**src/adcc_pkg.sv**
```systemverilog
// Register map, field layout and reset values of the conversion control block
package adcc_pkg;

  // Register byte offsets on the APB
  localparam logic [7:0] ADDR_CTRL       = 8'h00;
  localparam logic [7:0] ADDR_IRQ_STATUS = 8'h04;
  localparam logic [7:0] ADDR_IRQ_MASK   = 8'h08;

  // Control register field positions
  localparam int GO_BIT   = 7;
  localparam int RSVD_BIT = 6;
  localparam int REF_BIT  = 5;
  localparam int CONTINUOUS_SELECT_BIT = 4;
  localparam int CHAN_LSB = 0;
  localparam int CHAN_W   = 4;

  // Interrupt status and mask layout
  localparam int IRQ_W         = 2;
  localparam int IRQ_DONE_BIT  = 0;
  localparam int IRQ_RSTRT_BIT = 1;

  // Reset values
  localparam logic [7:0]       CTRL_RESET = 8'h20;
  localparam logic [IRQ_W-1:0] IRQ_RESET  = 2'h0;

endpackage

```
**src/adcc_conv_seq.sv**
```systemverilog
// Conversion tracker: launches, restarts and retires conversions of the converter core
`timescale 1ns/1ps

module adcc_conv_seq (
  input  wire logic mclk,        // System clock
  input  wire logic srst,        // Synchronous reset, active high
  input  wire logic go_wr,       // Software wrote one to the go bit, one cycle
  input  wire logic conv_done,   // Core finished a conversion, one cycle
  input  wire logic continuous,  // Continuous conversion selected
  output logic      busy,        // Conversion in progress
  output logic      conv_start,  // Start pulse to the core
  output logic      done_evt,    // A conversion completed, one cycle
  output logic      restart_evt  // A running conversion was restarted, one cycle
);

  typedef struct packed {
    logic busy;
    logic start;
    logic done_evt;
    logic restart_evt;
  } adcc_seq_t;

  adcc_seq_t seq_q;
  adcc_seq_t seq_d;

  ////////////////////////////////////////////////////////////////////////////
  // Next state; a software go beats a completion in the same cycle
  always_comb begin
    seq_d             = seq_q;
    seq_d.start       = 1'b0;
    seq_d.done_evt    = 1'b0;
    seq_d.restart_evt = 1'b0;
    if (go_wr) begin
      seq_d.busy        = 1'b1;
      seq_d.start       = 1'b1;
      seq_d.restart_evt = seq_q.busy;
    end else if (seq_q.busy && conv_done) begin
      seq_d.done_evt = 1'b1;
      if (continuous) begin
        seq_d.start = 1'b1;               // Continuous mode chains the next conversion
      end else begin
        seq_d.busy = 1'b0;
      end
    end
  end

  // State register
  always_ff @(posedge mclk) begin
    if (srst) begin
      seq_q <= '0;
    end else begin
      seq_q <= seq_d;
    end
  end

  assign busy        = seq_q.busy;
  assign conv_start  = seq_q.start;
  assign done_evt    = seq_q.done_evt;
  assign restart_evt = seq_q.restart_evt;

  ////////////////////////////////////////////////////////////////////////////
  // Checks
  a_go_starts: assert property (@(posedge mclk) disable iff (srst)
    go_wr |=> busy && conv_start)
    else $error("go write did not start a conversion");

  a_done_clears: assert property (@(posedge mclk) disable iff (srst)
    busy && conv_done && !go_wr && !continuous |=> !busy ##1 !conv_start)
    else $error("completion did not clear busy");

  a_write_wins: assert property (@(posedge mclk) disable iff (srst)
    go_wr && conv_done |=> busy && !done_evt)
    else $error("completion beat a simultaneous go write");

  a_busy_holds: assert property (@(posedge mclk) disable iff (srst)
    busy && !conv_done |=> busy)
    else $error("busy dropped without completion");

  c_restart: cover property (@(posedge mclk) disable iff (srst) restart_evt);
  c_chain: cover property (@(posedge mclk) disable iff (srst) done_evt && conv_start);

endmodule // adcc_conv_seq

```
**src/adcc_top.sv**
```systemverilog
// APB register block and converter core control for analog-to-digital conversions
//
// Summary of operation
// - Writing one to the go bit starts a new conversion and pulses the start line to the core.
// - Writing one to the go bit while a conversion runs abandons it and starts it again.
// - The go bit reads one while a conversion runs and drops to zero when it completes with the continuous select bit clear.
// - Writing zero to the go bit changes nothing and never stops a running conversion.
// - Reference select zero enables the internal reference, one disables it for an external one.
// - The control register also holds the input channel field and the continuous select bit.
//
// Local design decisions: the register offsets and register access over APB.
`timescale 1ns/1ps

module adcc_top (
  input  wire logic        mclk,            // System clock, 250 MHz
  input  wire logic        srst,            // Synchronous reset, active high
  input  wire logic        psel,            // APB select
  input  wire logic        penable,         // APB enable
  input  wire logic        pwrite,          // APB direction, high for write
  input  wire logic [7:0]  paddr,           // APB byte address
  input  wire logic [31:0] pwdata,          // APB write data
  input  wire logic [3:0]  pstrb,           // APB byte strobes
  output logic      [31:0] prdata,          // APB read data
  output logic             pready,          // APB ready
  output logic             pslverr,         // APB error, unmapped address
  output logic             irq,             // Interrupt, level high
  input  wire logic        conv_done,       // Core completed a conversion, one cycle
  output logic             conv_start,      // Start or restart the core, one cycle
  output logic             ref_int_enable,  // Internal reference generator enable
  output logic [3:0]       channel_select,  // Analog input channel
  output logic             continuous_mode  // Continuous conversion selected
);

  typedef struct packed {
    logic                           pready;
    logic [31:0]                    prdata;
    logic                           pslverr;
    logic                           ref_int_en;
    logic                           continuous_select;
    logic [adcc_pkg::CHAN_W-1:0]    chan;
    logic [adcc_pkg::IRQ_W-1:0]     status;
    logic [adcc_pkg::IRQ_W-1:0]     mask;
    logic                           irq;
  } adcc_regs_t;

  adcc_regs_t r_q;
  adcc_regs_t r_d;

  logic                        busy;
  logic                        done_evt;
  logic                        restart_evt;
  logic                        wr_fire;
  logic                        go_wr;
  logic [adcc_pkg::IRQ_W-1:0]  evt_vec;

  ////////////////////////////////////////////////////////////////////////////
  // Decode helpers
  function automatic logic is_mapped(input logic [7:0] a);
    is_mapped = (a == adcc_pkg::ADDR_CTRL) || (a == adcc_pkg::ADDR_IRQ_STATUS) ||
                (a == adcc_pkg::ADDR_IRQ_MASK);
  endfunction

  // Control byte as software sees it; reserved bit always reads zero
  function automatic logic [7:0] ctrl_view(input logic go, input logic ref_en, input logic continuous_select,
                                           input logic [adcc_pkg::CHAN_W-1:0] chan);
    logic [7:0] v;
    v = 8'h00;
    v[adcc_pkg::GO_BIT]   = go;
    v[adcc_pkg::REF_BIT]  = ~ref_en;
    v[adcc_pkg::CONTINUOUS_SELECT_BIT] = continuous_select;
    v[adcc_pkg::CHAN_LSB +: adcc_pkg::CHAN_W] = chan;
    ctrl_view = v;
  endfunction

  ////////////////////////////////////////////////////////////////////////////
  // Write strobe: only the access edge on which pready is high commits
  assign wr_fire = psel && penable && r_q.pready && pwrite && pstrb[0];
  // A zero in the go bit leaves the sequencer alone
  assign go_wr   = wr_fire && (paddr == adcc_pkg::ADDR_CTRL) && pwdata[adcc_pkg::GO_BIT];
  assign evt_vec = {restart_evt, done_evt};

  ////////////////////////////////////////////////////////////////////////////
  // Conversion tracker
  adcc_conv_seq u_seq (
    .mclk        (mclk),
    .srst        (srst),
    .go_wr       (go_wr),
    .conv_done   (conv_done),
    .continuous  (r_q.continuous_select),
    .busy        (busy),
    .conv_start  (conv_start),
    .done_evt    (done_evt),
    .restart_evt (restart_evt)
  );

  ////////////////////////////////////////////////////////////////////////////
  // Register file next state
  always_comb begin
    r_d        = r_q;
    r_d.pready = 1'b0;
    // One wait state: ready rises in the second access cycle, data already stable
    if (psel && penable && !r_q.pready) begin
      r_d.pready  = 1'b1;
      r_d.pslverr = !is_mapped(paddr);
      r_d.prdata  = 32'h0000_0000;
      if (!pwrite) begin
        unique case (paddr)
          adcc_pkg::ADDR_CTRL:       r_d.prdata[7:0] = ctrl_view(busy, r_q.ref_int_en, r_q.continuous_select, r_q.chan);
          adcc_pkg::ADDR_IRQ_STATUS: r_d.prdata[adcc_pkg::IRQ_W-1:0] = r_q.status;
          adcc_pkg::ADDR_IRQ_MASK:   r_d.prdata[adcc_pkg::IRQ_W-1:0] = r_q.mask;
          default:                   r_d.prdata = 32'h0000_0000;
        endcase
      end
    end
    if (wr_fire) begin
      unique case (paddr)
        adcc_pkg::ADDR_CTRL: begin
          // Reserved bit is dropped rather than stored
          r_d.ref_int_en = ~pwdata[adcc_pkg::REF_BIT];
          r_d.continuous_select       = pwdata[adcc_pkg::CONTINUOUS_SELECT_BIT];
          r_d.chan       = pwdata[adcc_pkg::CHAN_LSB +: adcc_pkg::CHAN_W];
        end
        adcc_pkg::ADDR_IRQ_STATUS: r_d.status = r_q.status & ~pwdata[adcc_pkg::IRQ_W-1:0];
        adcc_pkg::ADDR_IRQ_MASK:   r_d.mask   = pwdata[adcc_pkg::IRQ_W-1:0];
        default:                   r_d.mask   = r_q.mask;
      endcase
    end
    // Events are applied last so a set in the clearing cycle survives
    r_d.status = r_d.status | evt_vec;
    r_d.irq    = |(r_d.status & r_d.mask);
  end

  // Register update
  always_ff @(posedge mclk) begin
    if (srst) begin
      r_q            <= '0;
      r_q.ref_int_en <= ~adcc_pkg::CTRL_RESET[adcc_pkg::REF_BIT];
      r_q.continuous_select       <= adcc_pkg::CTRL_RESET[adcc_pkg::CONTINUOUS_SELECT_BIT];
      r_q.chan       <= adcc_pkg::CTRL_RESET[adcc_pkg::CHAN_LSB +: adcc_pkg::CHAN_W];
      r_q.status     <= adcc_pkg::IRQ_RESET;
      r_q.mask       <= adcc_pkg::IRQ_RESET;
    end else begin
      r_q <= r_d;
    end
  end

  ////////////////////////////////////////////////////////////////////////////
  // Outputs straight from the register struct
  assign prdata          = r_q.prdata;
  assign pready          = r_q.pready;
  assign pslverr         = r_q.pslverr;
  assign irq             = r_q.irq;
  assign ref_int_enable  = r_q.ref_int_en;
  assign channel_select  = r_q.chan;
  assign continuous_mode = r_q.continuous_select;

  ////////////////////////////////////////////////////////////////////////////
  // Checks
  a_zero_write_idle: assert property (@(posedge mclk) disable iff (srst)
    wr_fire && paddr == adcc_pkg::ADDR_CTRL && !pwdata[adcc_pkg::GO_BIT] && !busy |=> !conv_start)
    else $error("zero write to go bit started a conversion");

  a_zero_write_run: assert property (@(posedge mclk) disable iff (srst)
    wr_fire && paddr == adcc_pkg::ADDR_CTRL && !pwdata[adcc_pkg::GO_BIT] && busy && !conv_done |=> busy)
    else $error("zero write to go bit stopped a conversion");

  a_ref_select: assert property (@(posedge mclk) disable iff (srst)
    wr_fire && paddr == adcc_pkg::ADDR_CTRL |=> ref_int_enable == !$past(pwdata[adcc_pkg::REF_BIT]))
    else $error("reference enable does not follow the select bit");

  a_restart_pulse: assert property (@(posedge mclk) disable iff (srst)
    go_wr && busy |=> conv_start ##1 !conv_start)
    else $error("restart did not give one start pulse");

  a_go_readback: assert property (@(posedge mclk) disable iff (srst)
    pready && !pwrite && paddr == adcc_pkg::ADDR_CTRL |-> prdata[adcc_pkg::GO_BIT] == $past(busy))
    else $error("go bit readback differs from conversion state");

  a_rsvd_zero: assert property (@(posedge mclk) disable iff (srst)
    pready && !pwrite && paddr == adcc_pkg::ADDR_CTRL |-> prdata[adcc_pkg::RSVD_BIT] == 1'b0)
    else $error("reserved bit read back nonzero");

  a_done_sticky: assert property (@(posedge mclk) disable iff (srst)
    done_evt |=> r_q.status[adcc_pkg::IRQ_DONE_BIT])
    else $error("done event lost from status");

  a_irq_level: assert property (@(posedge mclk) disable iff (srst)
    irq == |(r_q.status & r_q.mask))
    else $error("interrupt does not match masked status");

  a_ready_pulse: assert property (@(posedge mclk) disable iff (srst)
    pready |=> !pready)
    else $error("ready held longer than one cycle");

  c_single_conv: cover property (@(posedge mclk) disable iff (srst) conv_start ##[1:20] done_evt);
  c_irq_fire: cover property (@(posedge mclk) disable iff (srst) $rose(irq));
  c_unmapped: cover property (@(posedge mclk) disable iff (srst) pready && pslverr);

endmodule // adcc_top

```
**config.mk**
```make
export PLATFORM = sky130hd
export DESIGN_NAME = adcc_top
export DESIGN_NICKNAME = d
export VERILOG_FILES = /design/src/adcc_pkg.sv /design/src/adcc_conv_seq.sv /design/src/adcc_top.sv
export SDC_FILE = /design/constraint.sdc
export NUM_CORES = 1
export LEC_CHECK = 0
export ABC_AREA = 1
export BUFFER_PORTS_ARGS = -buffer_cell sky130_fd_sc_hd__buf_4
export CAP_MARGIN = 20
export CORE_AREA = 8 8 83 85
export DETAILED_ROUTE_END_ITERATION = 7
export DIE_AREA = 0 0 91 93
export GPL_TIMING_DRIVEN = 0
export PLACE_DENSITY_LB_ADDON = 0.05
export SKIP_CTS_REPAIR_TIMING = 1
export SLEW_MARGIN = 30
export SYNTH_ARGS = -nofsm -noshare
export SYNTH_HDL_FRONTEND = slang
export SYNTH_SLANG_ARGS = --single-unit
```
**constraint.sdc**
```tcl
create_clock -name mclk -period 1.4 [get_ports mclk]
set_clock_uncertainty 0.05 [all_clocks]
set_input_delay 0.07 -clock mclk [delete_from_list [all_inputs] [get_ports mclk]]
set_output_delay 0.07 -clock mclk [all_outputs]
set_load 0.005 [all_outputs]
```
Word-level counts from Yosys, hierarchy flattened
Cells that the tools add are included.
{"block": "totals", "out_inout_bits": 42, "word_cells": 53, "regBits": 49, "input_bits": 50}
{"block": "op_classes", "muxes": 11, "bitwise_logic": 7, "n_reduce_logical": 19, "eq_ne": 3}
{"op": "$mux W34", "count": 1}
{"op": "$eq A8 B3 Y1 const B", "count": 1}
{"op": "$eq A8 B4 Y1 const B", "count": 1}
{"op": "$logic_and A1 B1 Y1", "count": 8}
{"op": "$logic_not A8 Y1", "count": 1}
{"op": "$mux W8", "count": 1}
{"op": "$mux W2", "count": 3}
{"op": "$mux W6", "count": 1}
{"op": "$pmux W2 S3", "count": 1}
{"op": "$reduce_or A2 Y1", "count": 3}
{"op": "$and A2 B2 Y2", "count": 2}
{"op": "$mux W4", "count": 1}
{"op": "$reduce_and A2 Y1", "count": 2}
{"op": "$mux W3", "count": 1}
{"op": "$not A1 Y1", "count": 3}
{"op": "$logic_not A1 Y1", "count": 2}
{"op": "$logic_or A1 B1 Y1", "count": 2}
{"op": "$mux W1", "count": 2}
{"op": "$ne A2 B1 Y1 const B", "count": 1}
{"op": "$not A2 Y2", "count": 1}
{"op": "$or A2 B2 Y2", "count": 1}
{"op": "$reduce_bool A2 Y1", "count": 1}

Depth between registers and ports, before layout
{"block": "depth", "ltp_word": 8, "ltp_mapped": 9, "mapped_depth_nobuf": 9}

Modules after synthesis
From an unflattened synthesis, not the netlist that was laid out.
{"block": "hier_totals", "cells_unflattened": 197, "area_unflattened_um2": 1398.8}
{"mod": "adcc_top", "instances": 1, "cells_each": 176, "seq_area_each_um2": 400.4, "area_per_inst_um2": 1252.5}
{"mod": "adcc_conv_seq", "instances": 1, "cells_each": 21, "seq_area_each_um2": 80.1, "area_per_inst_um2": 146.4}

Worst setup path before layout
Ideal clock, no wire load.
{"block": "synth_timing", "path_kind": "flip-flop to flip-flop", "start": "reg r_q (netlist bit pready)", "end": "reg r_q (netlist bit prdata[0])", "arrival_ns": 1.077, "path_buffers": 1, "t_required_ns": 1.280, "setup_ns": 0.070, "stages_incl_launch_ff": 8, "path_slack_ns": 0.202, "period_less_slack_ns": 1.198, "path_cell_list": "dfxtp_1 > or2_1 > buf_6 > nor2_8 > inv_2 > nor2_2 > nand2_1 > a21oi_1"}
{"block": "synth_between", "elab_chain_len": 2}
{"element": "start: declaration", "line_no": "adcc_top.sv:46", "source": "adcc_regs_t r_q;"}
{"element": "start signal: assignment", "line_no": "adcc_top.sv:143", "source": "r_q <= r_d;"}
{"element": "$logic_not A1 Y1", "line_no": "adcc_top.sv:102", "source": "if (psel && penable && !r_q.pready) begin"}
{"element": "$logic_and A1 B1 Y1", "line_no": "adcc_top.sv:102"}
No other way between the ends.
A chain may end at the register's enable or synchronous reset.

Final worst setup path
{"block": "layout_timing", "start": "reg r_q (netlist bit pready)", "end": "reg r_q (netlist bit prdata[3])"}
The elaborated chain is that of the path after synthesis.

==> run metrics <==
# DRC=0; fin crit period=~1.3 ns; area delta synth->final=39.69%; CTS tree=done; Final Cycle Share=91.56%; Root Buffer=clkbuf_8; WP data arrival=~1.4 ns; fill cell count=approximately 660; Slew Viols, Final=0; die height=93 um; most frequent cells in the layout=buf_4, nand2_1, conb_1; Worst-Skew Late Latency=0.27 ns; slack of the critical path=0.1182 ns; CP Max Fanout=10; CP Class=flop to flop; clock sinks=24; LEAKAGE=0.0009628 uW; Hold WS=0.02517 ns; fin cells=329; Syn Inst Count=187; Tot GR Track Use=under 10%; area of the multi-input gates=approximately 600 sq um; final setup TNS=0 ns; status=finished, final reports clean; commonest non-fill, non-tap cell in the layout=buf_4; Iter 0 DRT Violations=37; routed vias=between 1k and 1.5k; Reg clk slew, reported paths=0.09 ns; antenna-violating nets left=0; pre-CTS WS=-0.04105 ns; vias in the first global route=1208; Max Cap Viol=0; Synth top area share=35.36%; Hold Vio Cnt, Final=0; crit-path max cell delay=0.34 ns; largest net degree at the start of global routing=14; Die X=91 um; htree depth=1; Vias/cell=3.650; Critical Path Start=pready; Startpoint Class=flop; io pins=92; drt first pass iters=4; GRT overflow=0; R2R Path Start=pready; Crit. End Element=flop; die area=8463 sq um; number of antenna violations at the first check in global routing=0; crit path to=prdata[3]; placed instance count=323; Diodes inserted=0; nets=305; I/O Buffers=37; top cells by area, synth=dfxtp_1, buf_4, nand2_1; CTS max path bufs=2; Core Rows=28; wire length per cell=10.72 um; DRT Wirelength=3528 um; R2R depth=6; HPWL Detailed=2867 um; r2r setup slk=~0.12 ns; Cell Pwr Density=712.6 nW/um^2; crit-path cells=or2_1 -> buf_6 -> nor2_8 -> buf_4 -> nand3_1 -> a21oi_1; Core Box Area=5675 sq um; final core occ=33.44%; share of layout cells above drive strength 1=roughly 36%; YS warnings=0; required time worst endpoint=1.55 ns; Seq/Total Area, Yosys=35.36%; Critical R2R Capture=prdata[3]; first-pass GRT wire length=5720 um; HP Class=input pin to flop; post-synthesis cell type count=20; routability cong.=0.7090; Num CTS Buffers=3; Peak supply drop=0.4554 mV; slowest CP cell=dfxtp_1; Synth Register Bits=24; area leader, netlist=dfxtp_1; Max Fclk=a little under 800 MHz; Syn Std Cell Area=approximately 1400 sq um; Reg area=roughly 480 sq um; final setup fails=0; RSZ-0062 raised after global routing=no; synthesized area per cell=between 7 and 8 sq um; Initial Util=23.94%
==> synth_stat cells, drive strengths merged <==
master / n
nand2: 41
buf: 40
dfxtp: 24
nand3: 21
nor2: 19
inv: 17
a21oi: 15
nand4: 2
o21ai: 2
a31o: 1
clkbuf: 1
conb: 1
mux2i: 1
o211ai: 1
or2: 1
==> cell families (layout without fill, tap and decap cells) <==
kind of cell | Yosys count | count (layout) | synth area share, %
flip-flops | 24 | 24 | 35.36
AND/OR/NAND/NOR | 84 | 84 | 28.55
buffers and inverters | 58 | 101 | 27.62
AO/OA/AOI/OAI | 19 | 19 | 7.459
multiplexers | 1 | 1 | 0.7367
other | 1 | 25 | 0.2760
==> metal layers <==
| layer | up-vias | part of all wire (%) | track usage [%] |
|---|---|---|---|
| met5 | - | 0 | 0 |
| met4 | 0 | 0.62 | 2.046 |
| met3 | 2 | 7.1 | 3.446 |
| met2 | 35 | 46 | 12.88 |
| met1 | 504 | 46 | 10.12 |
| li1 | 660 | - | - |
==> final cells by class <==
class                      instances  share of cell area, %
sequential                        24                  25.31
inverter                          17                  3.362
clock buffer                       4                  2.900
tap                               75                  4.944
buffer                            41                  16.41
multi-input combinational        129                  31.51
timing repair buffer              39                  15.56
==> state kept, by name (all words and copies together), names as in the netlist <==
name / count
continuous_mode: 1
u_seq.conv_start: 1
r_q: 4
prdata: 7
u_seq.restart_evt: 1
ref_int_enable: 1
u_seq.busy: 1
pready: 1
pslverr: 1
u_seq.done_evt: 1
irq: 1
channel_select: 4
==> through the flow <==
step | power (uW) | cell area (sq um)
after detailed placement | 888.1 | 1821
after global routing | 1424 | 1898
final | 1353 | 1898
after CTS | 1369 | 1876
after floorplan | 816.5 | 1449
after global placement | 888.3 | 1821
==> critical path, delay by kind of cell (launching register included) <==
family          cells  cell delay [ns]
compound gates      1             0.11
buf+inv             2             0.30
simple gates        3             0.42
flops               1             0.34
==> how the worst min path moves through the flow <==
stage | from | to | depth (start not counted)
after floorplan | pwdata[0] | channel_select[0] | 2
after global placement | srst | r_q[3] | 2
after detailed placement | srst | channel_select[3] | 2
after CTS | srst | channel_select[3] | 2
after global routing | conv_done | u_seq.busy | 4
final | pwdata[3] | channel_select[3] | 3
==> power breakdown <==
group / leakage, uW / internal [uW] / switching (uW)
registers: 0.000194 / 685 / 1.90
logic: 0.000740 / 106 / 86.2
clock network: 0.0000288 / 251 / 223
total: 0.000963 / 1040 / 311
(Power assumes the default switching activity.)
